<file path="config.mk">
export PLATFORM = sky130hd
export DESIGN_NAME = bss_sequencer
export DESIGN_NICKNAME = d
export VERILOG_FILES = /design/src/rtl/bss_pkg.sv /design/src/rtl/bss_sequencer.sv
export VERILOG_INCLUDE_DIRS = /design/src /design/src/rtl
export SDC_FILE = /design/constraint.sdc
export NUM_CORES = 1
export LEC_CHECK = 0
export ABC_AREA = 1
export BUFFER_PORTS_ARGS = -buffer_cell sky130_fd_sc_hd__buf_4
export CORE_MARGIN = 3
export CORE_UTILIZATION = 59
export CTS_BUF_LIST = sky130_fd_sc_hd__clkbuf_8
export CTS_CLUSTER_SIZE = 16
export DETAILED_ROUTE_END_ITERATION = 10
export PLACE_DENSITY = 0.82
export SLEW_MARGIN = 20
export SYNTH_ARGS = -nofsm -noshare
export SYNTH_HDL_FRONTEND = slang
export SYNTH_SLANG_ARGS = --single-unit
</file>
<file path="constraint.sdc">
create_clock -name ref_clk_i -period 3.1 [get_ports ref_clk_i]
set_input_delay 0.155 -clock ref_clk_i [delete_from_list [all_inputs] [get_ports ref_clk_i]]
set_output_delay 0.155 -clock ref_clk_i [all_outputs]
set_load 0.05 [all_outputs]
</file>
<file path="src/rtl/bss_defines.svh">
// Timing constants for the burner safety sequencer.
`ifndef BSS_DEFINES_SVH
`define BSS_DEFINES_SVH

// =====================================================================
// Clock and common tick
// =====================================================================
`define BSS_CLK_KHZ 250000
`define BSS_TICK_MS 100
`define BSS_TICK_CYCLES (`BSS_CLK_KHZ * `BSS_TICK_MS)

// =====================================================================
// Sequence times in milliseconds and their counts in ticks
// =====================================================================
`define BSS_T_INIT_MS 3500
`define BSS_T_PREPURGE_MS 15000
`define BSS_T_LIGHT_MS 25000
`define BSS_T_PREIGN_MS 2000
`define BSS_T_SAFETY_MS 5000
`define BSS_T_POSTIGN_MS 3000
`define BSS_T_UNLOCK_MS 400
`define BSS_T_SDT_MIN_MS 5000
`define BSS_T_SDT_MAX_MS 10000
`define BSS_T_BTN_FAULT_MS 60000
`define BSS_T_CREDIT_MS 510000
`define BSS_T_INTERMIT_1H_MS 3600000
`define BSS_T_INTERMIT_24H_MS 86400000

`define BSS_N_INIT (`BSS_T_INIT_MS / `BSS_TICK_MS)
`define BSS_N_PREPURGE (`BSS_T_PREPURGE_MS / `BSS_TICK_MS)
`define BSS_N_LIGHT (`BSS_T_LIGHT_MS / `BSS_TICK_MS)
`define BSS_N_PREIGN (`BSS_T_PREIGN_MS / `BSS_TICK_MS)
`define BSS_N_SAFETY (`BSS_T_SAFETY_MS / `BSS_TICK_MS)
`define BSS_N_POSTIGN (`BSS_T_POSTIGN_MS / `BSS_TICK_MS)
`define BSS_N_UNLOCK (`BSS_T_UNLOCK_MS / `BSS_TICK_MS)
`define BSS_N_SDT_MIN (`BSS_T_SDT_MIN_MS / `BSS_TICK_MS)
`define BSS_N_SDT_MAX (`BSS_T_SDT_MAX_MS / `BSS_TICK_MS)
`define BSS_N_BTN_FAULT (`BSS_T_BTN_FAULT_MS / `BSS_TICK_MS)
`define BSS_N_CREDIT (`BSS_T_CREDIT_MS / `BSS_TICK_MS)
`define BSS_N_INTERMIT_1H (`BSS_T_INTERMIT_1H_MS / `BSS_TICK_MS)
`define BSS_N_INTERMIT_24H (`BSS_T_INTERMIT_24H_MS / `BSS_TICK_MS)

// =====================================================================
// Counter allowances and indication
// =====================================================================
`define BSS_RECYCLES_MAX 2'd3
`define BSS_RESETS_MAX 3'd5
`define BSS_LIGHT_TOLERATED 2'd2
`define BSS_QUALITY_STEADY 4'd6
`define BSS_BLINK_FRAME 7'd79

`endif

</file>
<file path="src/rtl/bss_pkg.sv">
// Types shared by the burner safety sequencer.
package bss_pkg;

    // =================================================================
    // Sequence states and lockout causes
    // =================================================================
    typedef enum logic [2:0] {
        ST_STANDBY,
        ST_INIT,
        ST_PREPURGE,
        ST_PREIGN,
        ST_SAFETY,
        ST_RUN,
        ST_LOCKOUT
    } bss_state_e;

    typedef enum logic [1:0] {
        CAUSE_NOFLAME,
        CAUSE_LIGHT,
        CAUSE_RECYCLE,
        CAUSE_FAN
    } bss_cause_e;

    // =================================================================
    // Complete register state of the sequencer
    // =================================================================
    typedef struct packed {
        bss_state_e st;
        bss_cause_e cause;
        logic [24:0] tick_cnt;
        logic tick;
        logic [9:0] timer;
        logic [7:0] light_timer;
        logic [1:0] light_cnt;
        logic light_prev;
        logic [9:0] btn_time;
        logic btn_fault;
        logic heat;
        logic limit_prev;
        logic recycling;
        logic [1:0] recycles;
        logic [2:0] resets;
        logic [19:0] run_time;
        logic [12:0] credit;
        logic [4:0] spark_time;
        logic [6:0] blink;
        logic fan;
        logic spark;
        logic valve;
        logic lamp;
        logic led_red;
        logic led_green;
        logic led_orange;
    } bss_state_s;

endpackage : bss_pkg

</file>
<file path="src/rtl/bss_sequencer.sv">
// Sequencer for a single-stage oil burner control box.
// =====================================================================
// How it works
// - Button held 5 to 10 s then released: shut valve, restart start-up.
// - Shutdown test refills recycle and reset allowances.
// - In run, green steady above six steps, else one blink per step.
// - After 1 h (or 24 h) continuous run, switch off and restart.
// - Flame failure in run recycles up to three times; fourth locks out.
// - New demand during recycle: limit thermostat switch restores three.
// - Every 510 s of uninterrupted run adds one recycle, capped at three.
// - Power-up with new heat request starts with three recycles.
// - Light in init check keeps fan off until gone or lockout.
// - Light in pre-purge: fan stays on, purge restarts, 25 s countdown.
// - Pre-purge light appearances are cumulative; the third locks out.
// - Light during a recycle start-up starts the same 25 s countdown.
// - Spark 2 s before valve, through safety time, 3 s after it.
// - External lamp lit whenever the burner is in lockout.
// - Heat request read only with button released; held button blocks start.
// - Request held at most 60 s while pressed, then cleared and flagged.
// - Unlock needs at least 0.4 s press, acts on release, supply present.
// - At most five consecutive resets until power is cycled.
// - Frequency fault: no start before demand, hold purge, keep running.
// - Voltage anomaly blocks start, run continues, restart when cleared.
// - Button stuck over 60 s: LED flag, run stops, lockout reset blocked.
// - Fan motor fault causes lockout with its own LED pattern.
// - Pre-purge runs the fan 15 s before ignition.
// - No flame at end of safety time: lockout with steady red.
`timescale 1ns/1ps
`default_nettype none
`include "bss_defines.svh"

module bss_sequencer
    import bss_pkg::*;
#(
    parameter int TICK_CYCLES = `BSS_TICK_CYCLES
)
(
    input wire logic ref_clk_i,
    input wire logic rst_n_i,
    input wire logic heat_request_thermostat_i,
    input wire logic limit_thermostat_i,
    input wire logic button_i,
    input wire logic flame_i,
    input wire logic [3:0] flame_strength_i,
    input wire logic freq_ok_i,
    input wire logic volt_ok_i,
    input wire logic fan_ok_i,
    input wire logic intermit_24h_i,
    output logic fan_o,
    output logic ignition_o,
    output logic oil_valve_o,
    output logic lockout_lamp_o,
    output logic led_red_o,
    output logic led_green_o,
    output logic led_orange_o
);

    // =================================================================
    // Blink pattern helpers
    // =================================================================
    function automatic logic slow_on(input logic [6:0] b);
        slow_on = (b % 7'd10) < 7'd5;
    endfunction : slow_on

    function automatic logic fast_on(input logic [6:0] b);
        fast_on = (b % 7'd4) < 7'd2;
    endfunction : fast_on

    // One blink per signal step, steady above the top step.
    function automatic logic quality_on(input logic [3:0] n,
                                        input logic [6:0] b);
        logic [6:0] lim;
        lim = 7'(n) * 7'd10;
        if (n > `BSS_QUALITY_STEADY)
            quality_on = 1'b1;
        else
            quality_on = (b < lim) && slow_on(b);
    endfunction : quality_on

    bss_state_s q;
    bss_state_s d;
    logic released;
    logic sdt;
    logic in_fan;
    logic ready;

    // =================================================================
    // Next state
    // =================================================================
    always_comb
    begin
        d = q;
        // A common 0.1 s tick paces every timer.
        d.tick = 1'b0;
        d.tick_cnt = q.tick_cnt + 25'd1;
        if (q.tick_cnt >= 25'(TICK_CYCLES - 1))
        begin
            d.tick_cnt = '0;
            d.tick = 1'b1;
        end
        if (q.tick)
            d.blink = (q.blink >= `BSS_BLINK_FRAME) ? 7'd0 : q.blink + 7'd1;

        released = !button_i && (q.btn_time != 10'd0);
        sdt = released && q.btn_time >= 10'(`BSS_N_SDT_MIN)
            && q.btn_time < 10'(`BSS_N_SDT_MAX);
        if (!button_i)
            d.btn_time = '0;
        else if (q.tick && q.btn_time != 10'h3ff)
            d.btn_time = q.btn_time + 10'd1;
        d.btn_fault = button_i && q.btn_time >= 10'(`BSS_N_BTN_FAULT);

        // The request is sampled only with the button up; while it is
        // pressed the last value is held, but never past the fault time.
        if (!button_i)
            d.heat = heat_request_thermostat_i;
        else if (q.btn_time >= 10'(`BSS_N_BTN_FAULT))
            d.heat = 1'b0;
        d.limit_prev = limit_thermostat_i;

        // New demand while recycling: limit switch refills attempts.
        if (q.recycling && q.heat && limit_thermostat_i != q.limit_prev)
            d.recycles = `BSS_RECYCLES_MAX;

        in_fan = q.st == ST_PREPURGE || q.st == ST_PREIGN
              || q.st == ST_SAFETY || q.st == ST_RUN;
        ready = freq_ok_i && volt_ok_i;

        if (in_fan && !fan_ok_i)
        begin
            d.st = ST_LOCKOUT;
            d.cause = CAUSE_FAN;
        end
        else if (q.st != ST_LOCKOUT && q.st != ST_STANDBY && !q.heat)
            d.st = ST_STANDBY;
        else if (sdt && (q.st == ST_RUN || q.st == ST_STANDBY))
        begin
            // Shutdown test: drop valve and flame, start over.
            d.st = ST_STANDBY;
            d.recycles = `BSS_RECYCLES_MAX;
            d.resets = `BSS_RESETS_MAX;
            d.recycling = 1'b0;
        end
        else
        begin
            case (q.st)
                ST_STANDBY:
                begin
                    d.timer = '0;
                    d.light_timer = '0;
                    d.light_cnt = '0;
                    // A held or stuck button keeps the burner off.
                    if (q.heat && !button_i)
                        d.st = ST_INIT;
                end
                ST_INIT:
                begin
                    if (flame_i)
                    begin
                        // Fan stays off while light is seen.
                        if (q.tick)
                            d.light_timer = q.light_timer + 8'd1;
                        if (q.light_timer >= 8'(`BSS_N_LIGHT))
                        begin
                            d.st = ST_LOCKOUT;
                            d.cause = CAUSE_LIGHT;
                        end
                    end
                    else if (ready && q.tick)
                    begin
                        // Supply faults freeze the check.
                        d.light_timer = '0;
                        d.timer = q.timer + 10'd1;
                        if (q.timer >= 10'(`BSS_N_INIT - 1))
                        begin
                            d.st = ST_PREPURGE;
                            d.timer = '0;
                            d.light_prev = 1'b0;
                        end
                    end
                    else if (!ready)
                        d.light_timer = '0;
                end
                ST_PREPURGE:
                begin
                    d.light_prev = flame_i;
                    if (flame_i)
                    begin
                        d.timer = '0;
                        if (!q.light_prev)
                        begin
                            d.light_timer = '0;
                            d.light_cnt = q.light_cnt + 2'd1;
                            if (q.light_cnt >= `BSS_LIGHT_TOLERATED)
                            begin
                                d.st = ST_LOCKOUT;
                                d.cause = CAUSE_LIGHT;
                            end
                        end
                        else if (q.light_timer >= 8'(`BSS_N_LIGHT))
                        begin
                            d.st = ST_LOCKOUT;
                            d.cause = CAUSE_LIGHT;
                        end
                        else if (q.tick)
                            d.light_timer = q.light_timer + 8'd1;
                    end
                    else if (freq_ok_i && q.tick)
                    begin
                        // Purge holds under a frequency fault.
                        d.timer = q.timer + 10'd1;
                        if (q.timer >= 10'(`BSS_N_PREPURGE - 1))
                        begin
                            d.st = ST_PREIGN;
                            d.timer = '0;
                        end
                    end
                end
                ST_PREIGN:
                begin
                    if (q.tick)
                        d.timer = q.timer + 10'd1;
                    if (q.tick && q.timer >= 10'(`BSS_N_PREIGN - 1))
                    begin
                        d.st = ST_SAFETY;
                        d.timer = '0;
                    end
                end
                ST_SAFETY:
                begin
                    if (q.tick)
                        d.timer = q.timer + 10'd1;
                    if (q.tick && q.timer >= 10'(`BSS_N_SAFETY - 1))
                    begin
                        d.timer = '0;
                        d.spark_time = '0;
                        d.run_time = '0;
                        d.credit = '0;
                        if (flame_i)
                            d.st = ST_RUN;
                        else
                        begin
                            d.st = ST_LOCKOUT;
                            d.cause = CAUSE_NOFLAME;
                        end
                    end
                end
                ST_RUN:
                begin
                    if (q.tick && q.spark_time < 5'(`BSS_N_POSTIGN))
                        d.spark_time = q.spark_time + 5'd1;
                    if (q.tick)
                    begin
                        d.run_time = q.run_time + 20'd1;
                        d.credit = q.credit + 13'd1;
                    end
                    if (q.tick && q.credit >= 13'(`BSS_N_CREDIT - 1))
                    begin
                        d.credit = '0;
                        if (q.recycles < `BSS_RECYCLES_MAX)
                            d.recycles = q.recycles + 2'd1;
                    end
                    if (!flame_i)
                    begin
                        d.timer = '0;
                        d.light_timer = '0;
                        d.light_cnt = '0;
                        if (q.recycles == 2'd0)
                        begin
                            d.st = ST_LOCKOUT;
                            d.cause = CAUSE_RECYCLE;
                        end
                        else
                        begin
                            d.st = ST_INIT;
                            d.recycles = q.recycles - 2'd1;
                            d.recycling = 1'b1;
                        end
                    end
                    else if (q.btn_fault)
                        d.st = ST_STANDBY;
                    else if (q.run_time >= (intermit_24h_i
                             ? 20'(`BSS_N_INTERMIT_24H)
                             : 20'(`BSS_N_INTERMIT_1H)))
                    begin
                        d.st = ST_STANDBY;
                        d.recycling = 1'b0;
                    end
                    else if (q.credit == 13'd0 && q.run_time != 20'd0)
                        d.recycling = 1'b0;
                end
                ST_LOCKOUT:
                begin
                    // Unlock on release only; stuck button and an
                    // exhausted reset allowance both refuse it.
                    if (released && volt_ok_i
                        && q.btn_time >= 10'(`BSS_N_UNLOCK)
                        && q.btn_time < 10'(`BSS_N_BTN_FAULT)
                        && q.resets != 3'd0)
                    begin
                        d.st = ST_STANDBY;
                        d.resets = q.resets - 3'd1;
                        d.recycles = `BSS_RECYCLES_MAX;
                        d.recycling = 1'b0;
                    end
                end
                default:
                    d.st = ST_LOCKOUT;
            endcase
        end

        // Actuators follow the next state so they leave flip-flops.
        d.fan = d.st == ST_PREPURGE || d.st == ST_PREIGN
             || d.st == ST_SAFETY || d.st == ST_RUN;
        d.spark = d.st == ST_PREIGN || d.st == ST_SAFETY
               || (d.st == ST_RUN
                   && d.spark_time < 5'(`BSS_N_POSTIGN));
        d.valve = d.st == ST_SAFETY || d.st == ST_RUN;
        d.lamp = d.st == ST_LOCKOUT;

        d.led_red = 1'b0;
        d.led_green = 1'b0;
        d.led_orange = 1'b0;
        if (d.st == ST_LOCKOUT)
        begin
            case (d.cause)
                CAUSE_NOFLAME: d.led_red = 1'b1;
                CAUSE_LIGHT: d.led_red = slow_on(d.blink);
                CAUSE_RECYCLE: d.led_red = fast_on(d.blink);
                CAUSE_FAN:
                begin
                    d.led_red = slow_on(d.blink);
                    d.led_orange = !slow_on(d.blink);
                end
                default: d.led_red = 1'b1;
            endcase
        end
        else if (d.btn_fault)
        begin
            d.led_green = fast_on(d.blink);
            d.led_red = !fast_on(d.blink);
        end
        else if (!freq_ok_i && d.st != ST_RUN)
            d.led_orange = 1'b1;
        else if (!volt_ok_i && d.st != ST_RUN)
        begin
            d.led_orange = fast_on(d.blink);
            d.led_green = !fast_on(d.blink);
        end
        else if (d.st == ST_PREPURGE)
            d.led_orange = slow_on(d.blink);
        else if (d.st == ST_PREIGN || d.st == ST_SAFETY)
            d.led_green = slow_on(d.blink);
        else if (d.st == ST_RUN)
            d.led_green = quality_on(flame_strength_i, d.blink);
    end

    // =================================================================
    // State register
    // =================================================================
    always_ff @(posedge ref_clk_i)
    begin
        if (!rst_n_i)
        begin
            q <= '0;
            q.st <= ST_STANDBY;
            // Power-up grants full allowances.
            q.recycles <= `BSS_RECYCLES_MAX;
            q.resets <= `BSS_RESETS_MAX;
        end
        else
            q <= d;
    end

    assign fan_o = q.fan;
    assign ignition_o = q.spark;
    assign oil_valve_o = q.valve;
    assign lockout_lamp_o = q.lamp;
    assign led_red_o = q.led_red;
    assign led_green_o = q.led_green;
    assign led_orange_o = q.led_orange;
endmodule : bss_sequencer
`default_nettype wire

</file>
==> results of run 1 <==
cell families after synthesis:
family / synth area share (%)
buffers and inverters: 10.9
AND/OR/NAND/NOR: 33.4
flip-flops: 31.7
XOR/XNOR: 1.69
AO/OA/AOI/OAI: 15.6
adder cells (fa/ha/maj): 6.69
layout make-up:
type / count / share of cell area, %
Tap cell: 172 / 2.37
Inverter: 206 / 8.56
Clock inverter: 14 / 1.75
Sequential cell: 123 / 27.2
Clock buffer: 17 / 2.57
Timing Repair Buffer: 76 / 6.44
Multi-Input combinational cell: 810 / 51.1
state kept, by name, indices dropped and copies added, names as in the netlist:
register and cells:
lockout_lamp_o 1, led_orange_o 1, oil_valve_o 1, q 116, fan_o 1, ignition_o 1, led_green_o 1, led_red_o 1
cells in the mapped netlist, drive strengths merged (3+ instances only):
master	count	area [sq um]
o21a	7	52.6
buf	3	26.3
nand4	29	188
dfxtp	123	2460
a211oi	14	105
nor3	52	280
a31oi	13	81.3
and3	3	18.8
inv	203	762
nand3	66	373
nor3b	11	82.6
o31ai	3	22.5
xor2	11	96.3
clkinv	3	12.5
o21ai	65	333
o211ai	6	45.0
clkbuf	13	48.8
nor2	155	622
a21oi	77	389
nor4	12	103
xnor2	4	35.0
nand2	208	856
or2	7	43.8
ha	40	500
where the power goes:
group	leakage [nW]	internal [mW]	switching, mW
registers	0.996	1.63	0.0372
clock network	0.203	0.779	0.653
logic	2.76	0.397	0.853
total	3.96	2.81	1.54
worst max path at each step:
| stage | depth (start not counted) | from | slack (ns) | to |
|---|---|---|---|---|
| global placement | 32 | q[8] | -0.06 | led_green_o |
| CTS | 34 | q[8] | -0.03 | led_green_o |
| detailed placement | 34 | q[8] | -0.25 | led_green_o |
| finish | 31 | q[8] | -0.12 | led_green_o |
| floorplan | 32 | q[7] | 0.008 | led_green_o |
| global route | 31 | q[8] | -0.37 | led_green_o |
critical path, delay by kind of cell (launching register included):
family | cells | cell delay [ns]
AO/OA/AOI/OAI | 1 | 0.11
XOR/XNOR | 1 | 0.12
adder cells (fa/ha/maj) | 3 | 0.44
buffers and inverters | 1 | 0.14
flip-flops | 1 | 0.37
AND/OR/NAND/NOR | 25 | 1.96
layer usage:
| layer | wire (um) | vias to the layer above |
|---|---|---|
| met2 | 9100 | 183 |
| met5 | 0 | - |
| met4 | 413 | 0 |
| met3 | 874 | 37 |
| met1 | 8180 | 3555 |
| li1 | - | 3977 |
repair_timing:
action,in CTS,in global routing
resized for setup,15,36
setup endpoints to repair,3,11
hold buffers,3,0
setup buffers,3,9
pin swaps,8,21
hold endpoints to repair,4,0
gates cloned,0,0
==> impl_results.md, run 1 <==
- CP Max Fanout: 4
- Final WL: 18.6 mm
- Worst Slack Setup Final: -0.120 ns
- Cells after Synth: 1155
- Headroom to the max-slew limit: 57.9%
- Final GP Congestion: 0.975
- Largest net degree at the start of global routing: 26
- H-tree depth: 4
- Tmin final: 3.22 ns
- Arrival @ worst endpoint: 3.62 ns
- R2r setup slk: -0.12 ns
- Final ANT Viol Nets: 0
- Mapped Area: 7770 sq um
- Core area: 12800 sq um
- Slowest CP cell: dfxtp_2
- Sequential area share after synthesis: 31.7%
- Initial Util: 60.9%
- WP data required: 3.50 ns
- Ys async rst share: 0%
- Fin cells: 1418
- Number of CTS-inserted buffers: 17
- Overall Global Routing Usage: 25.7%
- DRC viols: 0
- Reg2reg end: led_green_o
- Worst stage delay on the critical path: 0.37 ns
- Clock root buffer: clkbuf_8
- Die W: 121 um
- Placed insts: 1372
- Worst skew pair latency: 0.46 ns
- Max Cap Viol: 0
- Met3 usage: 4.54%
- Initial antenna violation count: 0
- GR Util met1: 31.9%
- Finished layout cell area: 9090 sq um
- Post-synth top flop: dfxtp_1
- Die Y-Extent: 121 um
- Synthesized Nets: 1210
- Hold Worst Slack: 0.0550 ns
- Hold wc startpoint: heat_request_thermostat_i
- Seq cells post-synth: 123
- Failing checks: setup timing
- Global-route wire length before repair: 31.1 mm
- R2r startpoint: q[8]
- GR met2 Demand/Resource: 44.4%
- Status: finished, violations left
- EDFF count, synth: 0
- VDD IR-drop max: 0.000298 V
- Global route hottest layer: met2
- Netlist cell types: 61
- DR pass1 iterations: 6
- Row count: 41
- Vias per inst: 5.47
- Worst Setup Start Kind: flip-flop
- Clk buf depth: 2
- Drt initial violations: 558
- Total power: 4.35 mW
- Pwr dens: 479 nW/um^2
- Worst-margin pin slew: 0.631 ns
- Crit path kind: reg2reg
- RSZ-0062 raised after global routing: true
- Fmax: 311 MHz
- Final TNS setup: -0.280 ns
- Final Skew: 0.0110 ns
- Commonest non-fill, non-tap cells in the layout: inv_1 (200), nand2_1 (181), nor2_1 (143)
- IO Pins: 21
- DIE AREA: 14600 sq um
- Hold EP: q[59]
- Vias in the first global route: 7164
- Multi-input gate area: 4650 sq um
- Worst hold path class: in2reg
- Reg2reg path depth: 31
- Commonest non-fill, non-tap cell in the layout: inv_1
- CTS tree: built
- Period Utilization, post-route: 104%
- Routed len/inst: 13.1 um
- Crit. End Element: flip-flop
- Gr ovfl total: 0
- Final net count: 1289
- Hold Fails Final Rpt: 0
- Clk slew on worst S/H paths: 0.08 ns
- Ant diodes: 0
- CP dominant cell by count: nand2_1
- Area Growth Syn to Fin: 17.0%
- Post-DP Area: 8380 sq um
- Vias post-DR: 7752
- Leakage: 3.96 nW
- Place WS: -0.251 ns
- WHS Path Cells: 3
- Post-Syn Area per Cell: 6.73 sq um
- Final setup viols: 3
- # fillers: 1032
- Core Util, Final: 71.2%
- TritonCTS Sinks: 123
- Port Buf Inserts: 20
- DP Wirelength: 13.5 mm
- Fraction of layout cells with a size suffix above 1: 15.8%
- Ys Warns: 0
- Final Max Slew Viols: 0
- Sequential Area: 2470 sq um
No activity file was read; power rests on OpenSTA's default activity.
==> run 2: changes to the inputs <==
SETUP_SLACK_MARGIN = 0.3   (was not set)
==> impl_results.md, run 2 (same netlist as run 1, synthesis figures left out) <==
- Final Max Slew Viols: 0
- Final setup viols: 3
- DP Wirelength: 13.2 mm
- Largest net degree at the start of global routing: 39
- Crit path kind: reg2reg
- VDD IR-drop max: 0.000453 V
- Crit. End Element: flip-flop
- DR pass1 iterations: 5
- Initial antenna violation count: 0
- Placed insts: 1364
- Internal: 2.88 mW
- Overall Global Routing Usage: 25.9%
- Clk buf depth: 2
- Vias post-DR: 7843
- DRC viols: 0
- Row count: 41
- Port Buf Inserts: 20
- Pwr dens: 479 nW/um^2
- Core area: 12800 sq um
- Die W: 121 um
- Final GP Congestion: 0.989
- Worst Setup Start Kind: flip-flop
- # fillers: 1009
- Fmax: 316 MHz
- Failing checks: setup timing
- Period Utilization, post-route: 102%
- Final Skew: 0.0115 ns
- Biggest register: q
- Worst-margin pin slew: 0.586 ns
- Final WL: 18.9 mm
- Comb pwr share: 28.8%
- Gr ovfl total: 0
- Area Growth Syn to Fin: 20.8%
- Finished layout cell area: 9390 sq um
- Final TNS setup: -0.0876 ns
- Total power: 4.50 mW
- Reg power frac: 37.2%
- Worst stage delay on the critical path: 0.37 ns
- Worst Slack Setup Final: -0.0640 ns
- Max reg flops: 116
- Slowest CP cell: dfxtp_4
- Vias in the first global route: 7179
- WP data required: 3.49 ns
- Sw Pwr: 1.61 mW
- TritonCTS Sinks: 123
- Die Y-Extent: 121 um
- Vias per inst: 5.47
- CTS tree: built
- Headroom to the max-slew limit: 60.6%
- Max Cap Viol: 0
- IO Pins: 21
- CP Max Fanout: 4
- Ant diodes: 0
- CP dominant cell by count: nand2_4
- Routed len/inst: 13.2 um
- Worst skew pair latency: 0.45 ns
- Tmin final: 3.16 ns
- Worst hold path class: in2reg
- Commonest non-fill, non-tap cell in the layout: inv_1
- Core Util, Final: 73.5%
- Fin cells: 1434
- Number of CTS-inserted buffers: 17
- Hold Fails Final Rpt: 0
- Post-DP Area: 8390 sq um
- Status: finished, violations left
- Initial Util: 60.9%
- Commonest non-fill, non-tap cells in the layout: inv_1 (190), nand2_1 (180), nor2_1 (135)
- H-tree depth: 4
- Final ANT Viol Nets: 0
- DIE AREA: 14600 sq um
- Clk slew on worst S/H paths: 0.08 ns
- RSZ-0062 raised after global routing: true
- Global-route wire length before repair: 31.6 mm
- Drt initial violations: 592
- Leakage: 4.10 nW
- Clock root buffer: clkbuf_8
- Fraction of layout cells with a size suffix above 1: 19.8%
- Arrival @ worst endpoint: 3.56 ns
- Final net count: 1304
- Power share of the clock group: 34.0%
- Switch share: 35.9%
-- run 2: worst paths after layout --
path,to,start,cells after the start,slack (ns)
max reg2reg,led_orange_o,q[7],28,-0.06
min,q[121],fan_ok_i,4,0.1
max,led_orange_o,q[7],28,-0.06
min reg2reg,q[91],q[91],2,0.44
-- run 2: through the flow --
step	setup WS (ns)	hold WS (ns)
floorplan	0.0895	0.248
global placement	0.0412	0.349
detailed placement	-0.0896	0.358
CTS	0.0284	0.0398
global route	-0.339	0.151
finish	-0.0640	0.0975
-- run 2: what timing repair did --
item | in CTS | in global routing
buffers inserted | 17 | 18
resized for setup | 23 | 67
setup endpoints to repair | 6 | 26
pin swaps | 20 | 26
hold buffers | 3 | 0
endpoints found under the hold margin | 4 | 0
-- run 2: worst max-delay path, delay by kind of cell (launching register included) --
family / cells / cell delay (ns)
simple gates: 21 / 1.65
buf+inv: 1 / 0.14
fa+ha+maj: 3 / 0.56
compound gates: 3 / 0.37
flops: 1 / 0.37
-- run 2: power groups by stage --
stage	combinational [mW]	sequential, mW	clock, mW
floorplan	0.819	1.74	0
global placement	1.18	1.71	0
detailed placement	1.20	1.71	0
CTS	1.22	1.67	1.55
global route	1.44	1.68	1.61
finish	1.29	1.68	1.53
-- run 2: layer usage --
metal | global-route usage, % | routed length [um] | vias to the layer above
met5 | 0 | 0 | -
met4 | 8.85 | 444 | 0
met3 | 4.54 | 910 | 43
met2 | 43.4 | 9110 | 204
met1 | 33.7 | 8420 | 3585
li1 | - | - | 4011
-- run 2: final cells by class --
cell class	count	area [sq um]	share of cell area, %
multi-input cells	810	4770	50.8
flip-flops and latches	123	2490	26.6
inverters	206	787	8.38
repair buffers	91	694	7.40
clock buffers	19	262	2.79
well taps	172	215	2.29
clock inverters	13	166	1.77
==> run 3: changes to the inputs <==
CELL_PAD_IN_SITES_DETAIL_PLACEMENT = 0   (was not set)
CELL_PAD_IN_SITES_GLOBAL_PLACEMENT = 1   (was not set)
CORE_UTILIZATION = 43   (was 59)
==> impl_results.md, run 3 (same netlist as run 1, synthesis figures left out) <==
- Final GP Congestion: 0.913
- Tmin final: 3.19 ns
- Die W: 140 um
- Crit path from: q[7]
- Max reg flops: 116
- Finished layout cell area: 9610 sq um
- Crit path kind: reg2reg
- Worst-margin pin slew: 0.522 ns
- DP Wirelength: 14.0 mm
- Status: finished, violations left
- Place WS: -0.116 ns
- VDD IR-drop max: 0.000378 V
- Clk slew on worst S/H paths: 0.08 ns
- Worst Slack Setup Final: -0.0918 ns
- Headroom to the max-slew limit: 65.0%
- Worst stage delay on the critical path: 0.37 ns
- IO Pins: 21
- Initial antenna violation count: 0
- Hold Fails Final Rpt: 0
- Period Utilization, post-route: 103%
- Fmax: 313 MHz
- Final WL: 19.5 mm
- Number of CTS-inserted buffers: 17
- Worst hold path class: in2reg
- End of the critical path: led_green_o
- Clock root buffer: clkbuf_8
- Final Max Slew Viols: 0
- Die Y-Extent: 140 um
- Pwr dens: 483 nW/um^2
- Largest net degree at the start of global routing: 39
- CP Max Fanout: 4
- RSZ-0062 raised after global routing: true
- Clk buf depth: 2
- Final ANT Viol Nets: 0
- Drt initial violations: 512
- Final setup viols: 2
- Global-route wire length before repair: 32.6 mm
- Failing checks: setup timing
- Reg2reg end: led_green_o
- Largest delay share family, worst path: simple AND/OR/NAND/NOR gates
- R2r setup slk: -0.09 ns
- Arrival @ worst endpoint: 3.57 ns
- CTS tree: built
- Vias in the first global route: 7144
- Buffers & Inverters on Critical Path: 2
- Ant diodes: 0
- Area Growth Syn to Fin: 23.6%
- Biggest register: q
- Worst Setup Start Kind: flip-flop
- Hold Worst Slack: 0.116 ns
- CP dominant cell by count: nand2_4
- WP depth: 30
- Final Skew: 0.0140 ns
- Commonest non-fill, non-tap cells in the layout: inv_1 (189), nand2_1 (179), nor2_1 (134)
- Port Buf Inserts: 20
- DRC viols: 0
- Initial Util: 44.5%
- WP data required: 3.48 ns
- Post-DP Area: 8500 sq um
- Row count: 48
- Reg2reg path depth: 30
- DR pass1 iterations: 5
- Final net count: 1314
- Vias per inst: 5.14
- Overall Global Routing Usage: 19.6%
- Crit. End Element: flip-flop
- Commonest non-fill, non-tap cell in the layout: inv_1
- TritonCTS Sinks: 123
- Leakage: 4.20 nW
- Gr ovfl total: 0
- R2r startpoint: q[7]
- Max Cap Viol: 0
- Slowest CP cell: dfxtp_4
- Fraction of layout cells with a size suffix above 1: 21.0%
- Total power: 4.64 mW
- Core area: 17500 sq um
- Routed len/inst: 13.0 um
- Worst skew pair latency: 0.45 ns
- H-tree depth: 4
- Vias post-DR: 7695
- Final TNS setup: -0.145 ns
- DIE AREA: 19700 sq um
[run 3: cell count changes in the layout (fill, tap and decap cells not counted), moves of 2 or more]
cell,previous run,this run
dfxtp_2,11,13
buf_4,87,95
clkinv_4,4,2
a21oi_2,2,5
a21oi_1,75,72
o21ai_1,8,6
dfxtp_4,5,3
nand2_2,13,15
[run 3: final cells by class]
class	instances	area (sq um)
multi-input combinational	810	4840
inverter	206	783
sequential	123	2490
fill	1696	7860
timing repair buffer	101	786
tap	225	282
clock buffer	20	275
clock inverter	12	160
[run 3: repair_timing]
item / in CTS / in global routing
endpoints found under the setup margin: 8 / 25
buffers inserted: 30 / 10
pin swaps: 34 / 37
hold endpoints to repair: 4 / 0
resized for setup: 33 / 66
hold buffers: 3 / 0
[run 3: layer usage]
| layer | part of all wire, % | vias up | track usage, % |
|---|---|---|---|
| met5 | 0 | - | 0 |
| met4 | 1.7 | 0 | 6.68 |
| met3 | 3.3 | 31 | 3.41 |
| met2 | 47 | 132 | 31.7 |
| met1 | 48 | 3500 | 26.6 |
| li1 | - | 4032 | - |
[run 3: worst min-delay path, stage by stage]
cell and delay [ns]:
buf_4 0.08, nor3_1 0.05, nor2_1 0.17, nor2_1 0.06
[run 3: power by group]
group	switching [mW]	internal, mW
logic	0.932	0.466
registers	0.0371	1.63
clock network	0.707	0.869
[run 3: worst min-delay path by stage]
stage	from	to	depth (start not counted)
6_report	fan_ok_i	q[121]	4
3_5_place_dp	limit_thermostat_i	q[58]	3
4_1_cts	fan_ok_i	q[121]	4
3_3_place_gp	limit_thermostat_i	q[58]	3
5_1_grt	fan_ok_i	q[121]	4
2_1_floorplan	limit_thermostat_i	q[58]	2
[run 3: stage by stage]
step	std cells	utilization, %
detailed placement	1422	48.6
floorplan	1155	-
CTS	1487	53.1
global placement	1422	48.6
finish	1497	55.0
global route	1497	55.0
